**src/rtl/lcdsc_regs.vh**
```
// constants and rule summary for the lcd scan, cursor and character generator block
// What this block does
// - two-panel drive reads an upper and a lower line within one read cycle
// - every display memory read cycle lasts nine clock periods, longer while a nearly full fifo holds it at phase 0
// - read cycles per line equal characters-per-row plus one
// - reads pause total-row-length minus characters-per-row cycles; drive signals continue
// - the end-of-line pause is flagged so the host may access memory then
// - pause applies to both panels; line latch pulse only after lower panel
// - one cursor register is both cursor position and host access address
// - each memory access steps the cursor by the selected direction step
// - cursor only on first or third layer, hidden outside that layer
// - dummy graphics cursor only with graphics on, text off, host address
// - no text screen gives bar cursor; mixed layer block gives block on text
// - character hscroll via start address; pixel hscroll via its command value
// - pixel hscroll is one value shared by every screen block
// - external character rom at f000-f7ff short fonts, f000-ffff tall fonts
// - external rom holds at most 256 glyphs, unused glyph bits zero
// - character codes are 8 bits; ram banks of 64 glyphs via base
// - heights 1-8 short font, 9-16 tall font, taller drawn as graphics
// - short font address is base plus code at bits 10-3 plus row
// - tall font address is base plus code at bits 11-4 plus row
// - fold setting forces code bit 6 to zero for the second ram area
`ifndef LCDSC_REGS_VH
`define LCDSC_REGS_VH
`define LCDSC_READ_CYCLE_CLKS 4'd9
`define LCDSC_PHASE_LAST 4'd8
`define LCDSC_PHASE_UPPER 4'd0
`define LCDSC_PHASE_LOWER 4'd4
`define LCDSC_STEP_RIGHT 2'd0
`define LCDSC_STEP_LEFT 2'd1
`define LCDSC_STEP_UP 2'd2
`define LCDSC_STEP_DOWN 2'd3
`define LCDSC_EXT_ROM_BASE 16'hf000
`define LCDSC_EXT_ROM_END_SHORT 16'hf7ff
`define LCDSC_EXT_ROM_END_TALL 16'hffff
`define LCDSC_SHORT_ROW_MAX 4'h7
`define LCDSC_TALL_ROW_MAX 4'hf
`define LCDSC_CURSOR_RESET 16'h0000
`endif

```
**src/rtl/lcdsc_scan.v**
```verilog
// lcd display scan engine with cursor handling, glyph addressing and output fifo
`timescale 1ns/100ps
`default_nettype none
`include "lcdsc_regs.vh"

// small synchronous fifo; storage in flip-flops addressed by index
module lcdsc_fifo #(
    parameter W = 27,
    parameter D = 8,
    parameter AW = 3
) (
    input wire i_sys_clk,
    input wire i_reset_n,
    input wire i_in_valid,
    output wire o_in_ready,
    input wire [W-1:0] i_in_data,
    output wire o_out_valid,
    input wire i_out_ready,
    output wire [W-1:0] o_out_data,
    output wire [AW:0] o_count
);
    reg [W-1:0] mem_q [0:D-1];
    reg [AW-1:0] wr_q;
    reg [AW-1:0] rd_q;
    reg [AW:0] cnt_q;
    wire push;
    wire pop;
    assign o_in_ready = (cnt_q != D[AW:0]);
    assign o_out_valid = (cnt_q != {(AW+1){1'b0}});
    assign push = i_in_valid && o_in_ready;
    assign pop = o_out_valid && i_out_ready;
    assign o_out_data = mem_q[rd_q];
    assign o_count = cnt_q;

    // storage has no reset; only pointers and count are control state
    always @(posedge i_sys_clk) begin
        if (push) begin
            mem_q[wr_q] <= i_in_data;
        end
    end

    // pointers wrap at the depth so depth need not be a power of two
    always @(posedge i_sys_clk or negedge i_reset_n) begin
        if (!i_reset_n) begin
            wr_q <= {AW{1'b0}};
            rd_q <= {AW{1'b0}};
            cnt_q <= {(AW+1){1'b0}};
        end else begin
            if (push) begin
                wr_q <= (wr_q == D[AW-1:0] - 1'b1) ? {AW{1'b0}} : wr_q + 1'b1;
            end
            if (pop) begin
                rd_q <= (rd_q == D[AW-1:0] - 1'b1) ? {AW{1'b0}} : rd_q + 1'b1;
            end
            if (push && !pop) begin
                cnt_q <= cnt_q + 1'b1;
            end else if (pop && !push) begin
                cnt_q <= cnt_q - 1'b1;
            end
        end
    end
endmodule

module lcdsc_scan #(
    parameter FIFO_DEPTH = 8,
    parameter FIFO_AW = 3
) (
    input wire i_sys_clk,
    input wire i_reset_n,
    input wire i_display_on,
    input wire i_two_panel,
    input wire i_text_mode,
    input wire [7:0] i_chars_per_row,
    input wire [7:0] i_total_row_length,
    input wire [8:0] i_lines_per_panel,
    input wire [3:0] i_font_rows_m1,
    input wire [7:0] i_address_pitch,
    input wire [15:0] i_scroll_start_addr_one,
    input wire [15:0] i_scroll_start_addr_three,
    input wire [2:0] i_pixel_hscroll_command,
    input wire i_cursor_load,
    input wire [15:0] i_cursor_load_addr,
    input wire [1:0] i_cursor_step_command,
    input wire i_host_mem_access,
    input wire i_three_layer,
    input wire [15:0] i_cursor_layer_start,
    input wire [15:0] i_cursor_layer_end,
    input wire i_text_on,
    input wire i_graphics_on,
    input wire i_dummy_cursor_en,
    input wire i_first_layer_mixed,
    input wire i_block_shape,
    input wire [15:0] i_cg_base_address,
    input wire i_cg_bit6_fold,
    input wire i_tall_font_select,
    input wire i_cg_source_select,
    input wire [7:0] i_vram_data,
    input wire i_disp_ready,
    output reg [15:0] o_vram_addr,
    output reg o_vram_rd,
    output reg o_line_latch_pulse,
    output reg o_frame_start,
    output reg o_host_window,
    output reg [15:0] o_cursor_addr,
    output reg [2:0] o_pixel_hscroll,
    output reg o_disp_valid,
    output reg [7:0] o_disp_data,
    output reg [15:0] o_disp_cg_addr,
    output reg o_disp_ext_rom,
    output reg o_disp_lower,
    output reg o_disp_cursor,
    output reg o_disp_cursor_block
);
    localparam FW = 28;

    // glyph address: base plus shifted code plus row, tall fonts one bit further
    function [15:0] lcdsc_cg_addr;
        input [15:0] base;
        input [7:0] code;
        input [3:0] row;
        input tall;
        input fold;
        reg [7:0] c;
        begin
            c = code;
            if (fold && code[7] && code[6]) begin
                c[6] = 1'b0;
            end
            if (tall) begin
                lcdsc_cg_addr = base + {4'h0, c, row};
            end else begin
                lcdsc_cg_addr = base + {5'h00, c, row[2:0]};
            end
        end
    endfunction

    reg [3:0] phase_q;
    reg [7:0] col_q;
    reg [3:0] row_q;
    reg [8:0] line_q;
    reg [15:0] upper_start_q;
    reg [15:0] lower_start_q;
    reg [15:0] cursor_q;
    reg rd_pend_q;
    reg rd_lower_q;
    reg rd_cursor_q;
    wire [FIFO_AW:0] fifo_count;
    wire fifo_in_ready;
    wire fifo_out_valid;
    wire [FW-1:0] fifo_out_data;
    wire [FW-1:0] fifo_in_data;
    wire fifo_pop;
    wire reading_col;
    wire stall;
    wire line_end;
    wire row_wrap;
    wire [3:0] row_max;
    wire [15:0] upper_addr;
    wire [15:0] lower_addr;
    wire [15:0] fetch_addr;
    wire fetch_now;
    wire fetch_lower;
    wire cursor_in_layer;
    wire cursor_visible;
    wire [15:0] cg_addr;
    wire [15:0] ext_end;
    wire ext_rom;
    wire cursor_block;

    // two slots must be free before a cycle starts, since it may push two bytes
    assign stall = (phase_q == `LCDSC_PHASE_UPPER) &&
        (fifo_count > FIFO_DEPTH[FIFO_AW:0] - 2'd2);
    assign reading_col = (col_q <= i_chars_per_row);
    assign line_end = (phase_q == `LCDSC_PHASE_LAST) && (col_q == i_total_row_length);
    // tall font rows cap at 16, short at 8; taller glyphs belong to graphics mode
    assign row_max = i_tall_font_select ?
        ((i_font_rows_m1 > `LCDSC_TALL_ROW_MAX) ? `LCDSC_TALL_ROW_MAX : i_font_rows_m1) :
        ((i_font_rows_m1 > `LCDSC_SHORT_ROW_MAX) ? `LCDSC_SHORT_ROW_MAX : i_font_rows_m1);
    assign row_wrap = !i_text_mode || (row_q >= row_max);
    assign upper_addr = upper_start_q + {8'h00, col_q};
    assign lower_addr = lower_start_q + {8'h00, col_q};
    // upper read at phase 0, lower at phase 4 of the same nine-clock cycle
    assign fetch_now = i_display_on && reading_col && !stall &&
        ((phase_q == `LCDSC_PHASE_UPPER) ||
        (i_two_panel && (phase_q == `LCDSC_PHASE_LOWER)));
    assign fetch_lower = (phase_q == `LCDSC_PHASE_LOWER);
    assign fetch_addr = fetch_lower ? lower_addr : upper_addr;

    // cursor lives in layer one (two layers) or layer three; window given by host
    assign cursor_in_layer = (cursor_q >= i_cursor_layer_start) &&
        (cursor_q <= i_cursor_layer_end);
    assign cursor_visible = cursor_in_layer &&
        (i_text_on || (i_graphics_on && i_dummy_cursor_en));
    // without text only a bar; block only on text cells with two layers or a mixed first layer
    assign cursor_block = i_block_shape && i_text_on && i_text_mode &&
        (i_first_layer_mixed || !i_three_layer);

    assign cg_addr = lcdsc_cg_addr(i_cg_base_address, i_vram_data, row_q,
        i_tall_font_select, i_cg_bit6_fold);
    assign ext_end = i_tall_font_select ? `LCDSC_EXT_ROM_END_TALL : `LCDSC_EXT_ROM_END_SHORT;
    assign ext_rom = i_cg_source_select && i_text_mode &&
        (cg_addr >= `LCDSC_EXT_ROM_BASE) && (cg_addr <= ext_end);
    assign fifo_in_data = {cursor_block, rd_cursor_q, rd_lower_q, ext_rom,
        i_text_mode ? cg_addr : 16'h0000, i_vram_data};
    assign fifo_pop = fifo_out_valid && (!o_disp_valid || i_disp_ready);

    lcdsc_fifo #(
        .W(FW),
        .D(FIFO_DEPTH),
        .AW(FIFO_AW)
    ) u_fifo (
        .i_sys_clk(i_sys_clk),
        .i_reset_n(i_reset_n),
        .i_in_valid(rd_pend_q),
        .o_in_ready(fifo_in_ready),
        .i_in_data(fifo_in_data),
        .o_out_valid(fifo_out_valid),
        .i_out_ready(fifo_pop),
        .o_out_data(fifo_out_data),
        .o_count(fifo_count)
    );

    // scan counters: phase within read cycle, column, glyph row and line
    always @(posedge i_sys_clk or negedge i_reset_n) begin
        if (!i_reset_n) begin
            phase_q <= 4'h0;
            col_q <= 8'h00;
            row_q <= 4'h0;
            line_q <= 9'h000;
            upper_start_q <= 16'h0000;
            lower_start_q <= 16'h0000;
            o_line_latch_pulse <= 1'b0;
            o_frame_start <= 1'b0;
            o_host_window <= 1'b0;
            o_pixel_hscroll <= 3'h0;
        end else begin
            o_line_latch_pulse <= 1'b0;
            o_frame_start <= 1'b0;
            // pause keeps counting so drive timing runs on while reads stop
            o_host_window <= !reading_col;
            if (!stall) begin
                if (phase_q == `LCDSC_PHASE_LAST) begin
                    phase_q <= 4'h0;
                end else begin
                    phase_q <= phase_q + 1'b1;
                end
            end
            if (phase_q == `LCDSC_PHASE_LAST) begin
                col_q <= line_end ? 8'h00 : col_q + 1'b1;
            end
            if (line_end) begin
                // one latch per line period, after the lower panel was read
                o_line_latch_pulse <= 1'b1;
                row_q <= row_wrap ? 4'h0 : row_q + 1'b1;
                if (line_q + 1'b1 >= i_lines_per_panel) begin
                    line_q <= 9'h000;
                    row_q <= 4'h0;
                    // new scroll starts take effect at frame start; no blanking here
                    upper_start_q <= i_scroll_start_addr_one;
                    lower_start_q <= i_scroll_start_addr_three;
                    o_frame_start <= 1'b1;
                    // one pixel offset for all blocks, latched once per frame
                    o_pixel_hscroll <= i_pixel_hscroll_command;
                end else begin
                    line_q <= line_q + 1'b1;
                    if (row_wrap) begin
                        upper_start_q <= upper_start_q + {8'h00, i_address_pitch};
                        lower_start_q <= lower_start_q + {8'h00, i_address_pitch};
                    end
                end
            end
        end
    end

    // memory read strobe and the tag that travels with its returning byte
    always @(posedge i_sys_clk or negedge i_reset_n) begin
        if (!i_reset_n) begin
            o_vram_addr <= 16'h0000;
            o_vram_rd <= 1'b0;
            rd_pend_q <= 1'b0;
            rd_lower_q <= 1'b0;
            rd_cursor_q <= 1'b0;
        end else begin
            o_vram_rd <= fetch_now;
            rd_pend_q <= fetch_now && fifo_in_ready;
            if (fetch_now) begin
                o_vram_addr <= fetch_addr;
                rd_lower_q <= fetch_lower;
                rd_cursor_q <= cursor_visible && (fetch_addr == cursor_q);
            end
        end
    end

    // one register is both cursor and access address; load beats stepping
    always @(posedge i_sys_clk or negedge i_reset_n) begin
        if (!i_reset_n) begin
            cursor_q <= `LCDSC_CURSOR_RESET;
            o_cursor_addr <= `LCDSC_CURSOR_RESET;
        end else begin
            if (i_cursor_load) begin
                cursor_q <= i_cursor_load_addr;
                o_cursor_addr <= i_cursor_load_addr;
            end else if (i_host_mem_access) begin
                case (i_cursor_step_command)
                    `LCDSC_STEP_RIGHT: begin
                        cursor_q <= cursor_q + 16'h0001;
                        o_cursor_addr <= cursor_q + 16'h0001;
                    end
                    `LCDSC_STEP_LEFT: begin
                        cursor_q <= cursor_q - 16'h0001;
                        o_cursor_addr <= cursor_q - 16'h0001;
                    end
                    `LCDSC_STEP_UP: begin
                        cursor_q <= cursor_q - {8'h00, i_address_pitch};
                        o_cursor_addr <= cursor_q - {8'h00, i_address_pitch};
                    end
                    default: begin
                        cursor_q <= cursor_q + {8'h00, i_address_pitch};
                        o_cursor_addr <= cursor_q + {8'h00, i_address_pitch};
                    end
                endcase
            end
        end
    end

    // output stage keeps every display output on a flip-flop
    always @(posedge i_sys_clk or negedge i_reset_n) begin
        if (!i_reset_n) begin
            o_disp_valid <= 1'b0;
            o_disp_data <= 8'h00;
            o_disp_cg_addr <= 16'h0000;
            o_disp_ext_rom <= 1'b0;
            o_disp_lower <= 1'b0;
            o_disp_cursor <= 1'b0;
            o_disp_cursor_block <= 1'b0;
        end else if (!o_disp_valid || i_disp_ready) begin
            o_disp_valid <= fifo_out_valid;
            if (fifo_out_valid) begin
                o_disp_data <= fifo_out_data[7:0];
                o_disp_cg_addr <= fifo_out_data[23:8];
                o_disp_ext_rom <= fifo_out_data[24];
                o_disp_lower <= fifo_out_data[25];
                o_disp_cursor <= fifo_out_data[26];
                o_disp_cursor_block <= fifo_out_data[27] && fifo_out_data[26];
            end
        end
    end
endmodule
`default_nettype wire

```
**config.mk**
```make
export PLATFORM = sky130hd
export DESIGN_NAME = lcdsc_scan
export DESIGN_NICKNAME = d
export VERILOG_FILES = /design/src/rtl/lcdsc_scan.v
export VERILOG_INCLUDE_DIRS = /design/src /design/src/rtl
export SDC_FILE = /design/constraint.sdc
export NUM_CORES = 1
export LEC_CHECK = 0
export BUFFER_PORTS_ARGS = -buffer_cell sky130_fd_sc_hd__buf_4
export CAP_MARGIN = 0
export CELL_PAD_IN_SITES_DETAIL_PLACEMENT = 1
export CELL_PAD_IN_SITES_GLOBAL_PLACEMENT = 1
export CORE_MARGIN = 8
export CORE_UTILIZATION = 35
export CTS_CLUSTER_SIZE = 28
export DETAILED_ROUTE_END_ITERATION = 10
export HOLD_SLACK_MARGIN = 0.12
export MAX_ROUTING_LAYER = met4
export PLACE_DENSITY_LB_ADDON = 0.1
export REMOVE_ABC_BUFFERS = 1
export SETUP_SLACK_MARGIN = 0.1
export SYNTH_ARGS = -nofsm -noshare
export SYNTH_HDL_FRONTEND = slang
export SYNTH_SLANG_ARGS = --single-unit
export TNS_END_PERCENT = 50
```
**constraint.sdc**
```tcl
create_clock -name i_sys_clk -period 4.4 [get_ports i_sys_clk]
set_clock_uncertainty 0.2 [all_clocks]
set_input_delay 0.22 -clock i_sys_clk [delete_from_list [all_inputs] [get_ports i_sys_clk]]
set_output_delay 0.22 -clock i_sys_clk [all_outputs]
set_load 0.02 [all_outputs]
```
Yosys cells after proc, flatten, opt, wreduce, memory -nomap -nowiden
Memory sizes are Yosys's and may differ from the RTL's.
Cells that the tools add are included.
{"block": "totals", "n_memories": 1, "regBits": 138, "wordCells": 139, "ramBits": 224, "out_inout_bits": 68, "input_bits": 163}
{"memory": "u_fifo.mem_q", "words": 8, "word_bits": 28, "rd": 1, "rd_ports_with_merged_regs": 0, "wr": 1, "line_no": "lcdsc_scan.v:22", "rtl": "reg [W-1:0] mem_q [0:D-1];"}
{"block": "classes", "order_cmp": 10, "n_reduce_logical": 46, "add_sub_neg": 18, "n_mux": 29, "n_eq_ne": 9}
{"operator": "two-way mux 16 bit", "n": 9}
{"operator": "adder 16 x 8 -> 16 bit", "n": 5}
{"operator": "one-hot mux 16 bit (3 select lines)", "n": 1}
{"operator": "<= comparator 16 bit", "n": 2}
{"operator": "two-way mux 4 bit", "n": 8}
{"operator": "logical AND 1 bit", "n": 25}
{"operator": "adder 16 x 1 -> 16 bit, second input constant", "n": 1}
{"operator": "adder 16 x 11 -> 16 bit", "n": 1}
{"operator": "adder 16 x 12 -> 16 bit", "n": 1}
{"operator": "== test 16 bit", "n": 1}
{"operator": ">= comparator 16 bit", "n": 1}
{"operator": ">= comparator 16 bit, second input constant", "n": 1}
{"operator": "subtractor 16 x 1 -> 16 bit, second input constant", "n": 1}
{"operator": "subtractor 16 x 8 -> 16 bit", "n": 1}
{"operator": "adder 4 x 1 -> 4 bit, second input constant", "n": 3}
{"operator": "two-way mux 12 bit", "n": 1}
{"operator": "adder 9 x 1 -> 9 bit, second input constant", "n": 1}
{"operator": ">= comparator 9 bit", "n": 1}
{"operator": "two-way mux 9 bit", "n": 1}
{"operator": "adder 8 x 1 -> 8 bit, second input constant", "n": 1}
{"operator": "== test 8 bit", "n": 1}
{"operator": "> comparator 4 x 3 -> 1 bit, second input constant", "n": 2}
{"operator": "<= comparator 8 bit", "n": 1}
{"operator": "two-way mux 8 bit", "n": 1}
{"operator": "other kinds (19)", "n": 41}

Depth between registers and ports, before layout
{"block": "logic_depth", "ltp_word": 8, "depth_mapped": 20, "depth_no_buf": 16}

By module
A second synthesis with hierarchy kept.
{"block": "unflattened", "cells_unflattened": 1648, "hier_area_um2": 19809.0}
{"module": "lcdsc_scan", "instances": 1, "seq_area_each_um2": 3203.1, "area_each_um2": 10628.9, "cells_per_inst": 1258}
{"module": "lcdsc_fifo", "instances": 1, "seq_area_each_um2": 6976.7, "area_each_um2": 9180.1, "cells_per_inst": 390}

Worst setup path before layout
Ideal clock, no wire load.
{"block": "synth_path", "path_type": "reg-to-reg", "start": "register u_fifo.cnt_q[0], in the netlist u_fifo.o_count[0]", "end": "memory u_fifo.mem_q[2][0] (netlist bit), enable pin", "path_stages_with_launch": 5, "path_buffers": 0, "required_time_ps": 3706, "setup_time_ps": 494, "slack_ps": -35, "arrival_time_ps": 3741, "period_less_slack_ps": 4435, "path_cell_list": "dfrtp_1 > nor3_1 > nand2_1 > nand2_1 > nor4b_1"}
{"block": "synth_between", "elab_chain_cells": 4}
{"element": "start: declaration", "line_no": "lcdsc_scan.v:25", "rtl": "reg [AW:0] cnt_q;"}
{"element": "start signal: assignment", "line_no": "lcdsc_scan.v:47", "rtl": "cnt_q <= {(AW+1){1'b0}};"}
{"element": "start signal: assignment", "line_no": "lcdsc_scan.v:56", "rtl": "cnt_q <= cnt_q + 1'b1;"}
{"element": "start signal: assignment", "line_no": "lcdsc_scan.v:58", "rtl": "cnt_q <= cnt_q - 1'b1;"}
{"element": "!= test 4 bit", "line_no": "lcdsc_scan.v:28", "rtl": "assign o_in_ready = (cnt_q != D[AW:0]);"}
{"element": "logical AND 1 bit", "line_no": "lcdsc_scan.v:30", "rtl": "assign push = i_in_valid && o_in_ready;"}
{"element": "two-way mux 1 bit", "line_no": "lcdsc_scan.v:37", "rtl": "if (push) begin"}
{"element": "two-way mux 1 bit (not written as such)", "line_no": "lcdsc_scan.v:38", "rtl": "mem_q[wr_q] <= i_in_data;"}
{"element": "end: declaration", "line_no": "lcdsc_scan.v:22"}
Every way passes these cells.

Worst setup path in the final report
{"block": "layout_path", "start": "register phase_q[0]", "end": "register rd_cursor_q"}
{"block": "layout_between", "elab_chain_cells": 5, "word_cells_on_any_way": 11, "classes_between": "eq/ne: 2; mux: 1; reduce/logical: 8"}
{"element": "start: declaration", "line_no": "lcdsc_scan.v:137", "rtl": "reg [3:0] phase_q;"}
{"element": "start signal: assignment", "line_no": "lcdsc_scan.v:245", "rtl": "phase_q <= phase_q + 1'b1;"}
{"element": "branches (longest 5 deep; another with two-way mux 16 bit)"}
{"element": "end signal: assignment", "line_no": "lcdsc_scan.v:289", "rtl": "rd_cursor_q <= cursor_visible && (fetch_addr == cursor_q);"}
{"element": "end: declaration", "line_no": "lcdsc_scan.v:146", "rtl": "reg rd_cursor_q;"}
Several ways; the timed one is not identified.
A chain may end at the register's enable or synchronous reset.

==> summary.md <==
| Metric | Value |
|---|---|
| Pwr Total | `approximately 12000 uW` |
| CP Capture Point | `rd_cursor_q` |
| Sequential area share after synthesis | `0.499` |
| Worst-margin pin slew | `roughly 1200 ps` |
| Global-route wire length before repair | `~100000 um` |
| CTS sink count | `362` |
| Worst Path Max Fanout | `6` |
| H-tree depth | `2` |
| Async SR Flop Fraction | `0.381` |
| Top Ports | `between 200 and 250` |
| CP Launch Type | `flop` |
| Final Max Tran Viols | `0` |
| Layout cell share with drive strength beyond 1 | `0.220` |
| Number of synthesized flops with an enable pin | `roughly 220` |
| Fill cells | `6219` |
| Vias in the first global route | `16744` |
| Complex-gate fraction of the synthesized area | `0.109` |
| Setup crit end kind | `flop` |
| RSZ-0062 raised after global routing | `true` |
| Die ar. | `66300 um^2` |
| MaxCap Viol Count | `0` |
| Simple-Gate Fraction of Synth Area | `0.119` |
| Congestion Overflow GR | `0` |
| Reg clk slew, reported paths | `60 ps` |
| Non-Filler Instances | `2889` |
| Hold Slack | `between 100 and 150 ps` |
| Worst Path Required | `4700 ps` |
| # port buffers | `230` |
| FMAX | `245 MHz` |
| DRT antenna net count | `0` |
| R2R setup slack | `slightly above 300 ps` |
| Cts bufs inserted | `between 40 and 50` |
| CTS root buf | `clkbuf_16` |
| Final hold vios | `0` |
| Status | `finished, final reports clean` |
| Fin crit share | `0.929` |
| DRT Pass-1 Iters | `5` |
| Chip width | `~260 um` |
| Initial antenna violation count | `1` |
| Cells after synthesis | `~1800` |
| WL/cell | `around 22 um` |
| Tightest Hold Check Type | `in2reg` |
| Final setup vio count | `0` |
| Most frequent cells in the layout | `257 x buf_4, 224 x edfxtp_1, 174 x nand2_1` |
| CTS tree | `yes` |
| Syn Area/Cell | `around 12 um^2` |
| DRC Markers | `0` |
| Top FF cell, synth | `edfxtp_1` |
| Synth Area in Adders | `0.0813` |
| NumNets Final | `approximately 2400` |
| Area of the multi-input gates | `approximately 9600 um^2` |
| Setup crit start | `phase_q[0]` |
| Seq. cell area | `approximately 10000 um^2` |
| P_leak | `0.0105 uW` |
| Vias | `between 15000 and 20000` |
| Leading cell type in the layout, fill and taps excluded | `buf_4` |
| Post-synthesis mux area share | `0.120` |
| Unique cell type count in the Yosys netlist | `85` |
| Crit path arrival time | `4390 ps` |
| Power per cell area | `around 480 nW/um^2` |
| Num rows | `between 80 and 90` |
| Mapped Area | `just over 20000 um^2` |
| Synth warn | `0` |
| #FFs+latches synth | `roughly 360` |
| Final WL | `roughly 64000 um` |
| Starting DRT DRC Count | `766` |
| Largest net degree at the start of global routing | `70` |
| Worst-skew pair later-pin latency | `590 ps` |
| Placed Cells | `between 2000 and 3000` |
| VDD IR max | `around 0.30 mV` |
| Headroom to the max-slew limit | `0.189` |
| Area delta synth->final | `24.7%` |
| Die Height | `around 260 um` |
| Total Routing Usage GR | `0.197` |
| Vias per inst | `5.26` |
| Largest family of logic cells by synthesized area | `multiplexers` |
| Post-synthesis xor/xnor area fraction | `0.0350` |
| Max clock buf depth | `3` |
| Initial core utilization | `0.354` |
| CP Class | `reg2reg` |
| Reg2reg path depth | `16` |
| Core area | `between 50000 and 60000 um^2` |
| GP Congestion | `between 0.8 and 0.9` |
| Fin area | `around 25000 um^2` |
| Dpl hpwl | `around 46000 um` |
| Capturing point of the worst reg2reg path | `rd_cursor_q` |
| Post-CTS Setup Bufs | `0` |
| Final Critical Period | `slightly above 4000 ps` |
| Placed Instance Area | `~23000 um^2` |
| Reg2reg start | `phase_q[0]` |
-- logic make-up after synthesis --
kind of cell | Yosys count
and+or+nand+nor | 493
DFF | 362
AOI/OAI and AO/OA | 345
buffers and inverters | 186
muxes | 166
adders and majority gates | 129
xor gates and xnor gates | 80
-- layout make-up --
class | count | area share
Sequential cell | 362 | 0.400
Multi-Input combinational cell | 1213 | 0.375
Timing Repair Buffer | 361 | 0.118
Clock buffer | 55 | 0.0432
Tap cell | 765 | 0.0376
Inverter | 111 | 0.0164
Clock inverter | 21 | 0.00870
Antenna cell | 1 | 0.0000983
-- report_power, final --
part,internal (uW),total [uW],switching (uW)
Sequential,4020,4640,619
Combinational,1980,4170,2190
Clock,1950,3410,1460
-- flip-flops by register name (all words and copies together), names as in the netlist, 8 cells and up --
| name | count |
|---|---|
| upper_start_q | 16 |
| col_q | 8 |
| u_fifo.mem_q | 224 |
| cursor_q | 16 |
| o_disp_data | 8 |
| line_q | 9 |
| lower_start_q | 16 |
| o_disp_cg_addr | 16 |
| o_vram_addr | 16 |
-- per-layer routing --
layer / wire length, um / GRT usage / share of wire
met5: 0 / - / 0
met4: 1300 / 0.0508 / 0.020
met3: 1960 / 0.0265 / 0.031
met2: 32800 / 0.345 / 0.51
met1: 28000 / 0.238 / 0.44
-- cells in the mapped netlist (all sizes together) (21+ instances only) --
cell    instances  area (um^2)
clkbuf         46          174
ha            123         1540
mux4           56         1260
nor2           64          240
nand3          60          300
buf            29          159
mux2           52          586
nand4          21          131
dfrtp         138         3450
nor3           42          210
xor2           33          289
nand2         174          653
o21ai          96          480
mux2i          58          593
edfxtp        224         6730
a21o           29          218
a21oi          86          430
xnor2          46          403
inv           109          409
-- worst min path at each step --
stage                             startpoint                 end  slack, ps  depth (start not counted)
global route        i_cursor_step_command[1]         cursor_q[0]        170                          5
global placement                   i_reset_n   o_disp_cg_addr[1]         90                          1
detailed placement                 i_reset_n   o_disp_cg_addr[1]        100                          1
floorplan                          i_reset_n            col_q[0]       -280                          0
finish                  i_cg_base_address[0]  u_fifo.mem_q[2][8]        140                          3
CTS                 i_cursor_step_command[1]         cursor_q[0]        120                          5
-- per-stage QoR --
stage	setup TNS, ps	utilization	setup WS, ps
global route	0	0.441	98.1
CTS	0	0.441	209
floorplan	-29830	-	-1380
global placement	0	0.400	308
finish	0	0.441	311
detailed placement	0	0.400	259
-- what timing repair did --
item                       in CTS  in global routing
resized for setup               0                  8
hold buffers                   99                  0
hold endpoints to repair      373                  0
setup endpoints to repair       0                 12
-- worst max-delay path: stages, from the launching register on --
cell and delay [ps]:
dfrtp_1 420, inv_1 80, ha_1 280, and3b_2 290, nand2_1 70, nand2_1 60
ha_1 180, inv_1 60, fa_1 420, xnor2_1 290, xor2_1 150, a2111o_1 420
nor4b_2 260, nand4_1 180, nor4_2 240, nand4_1 150, o32ai_2 250
(Power assumes the default switching activity.)
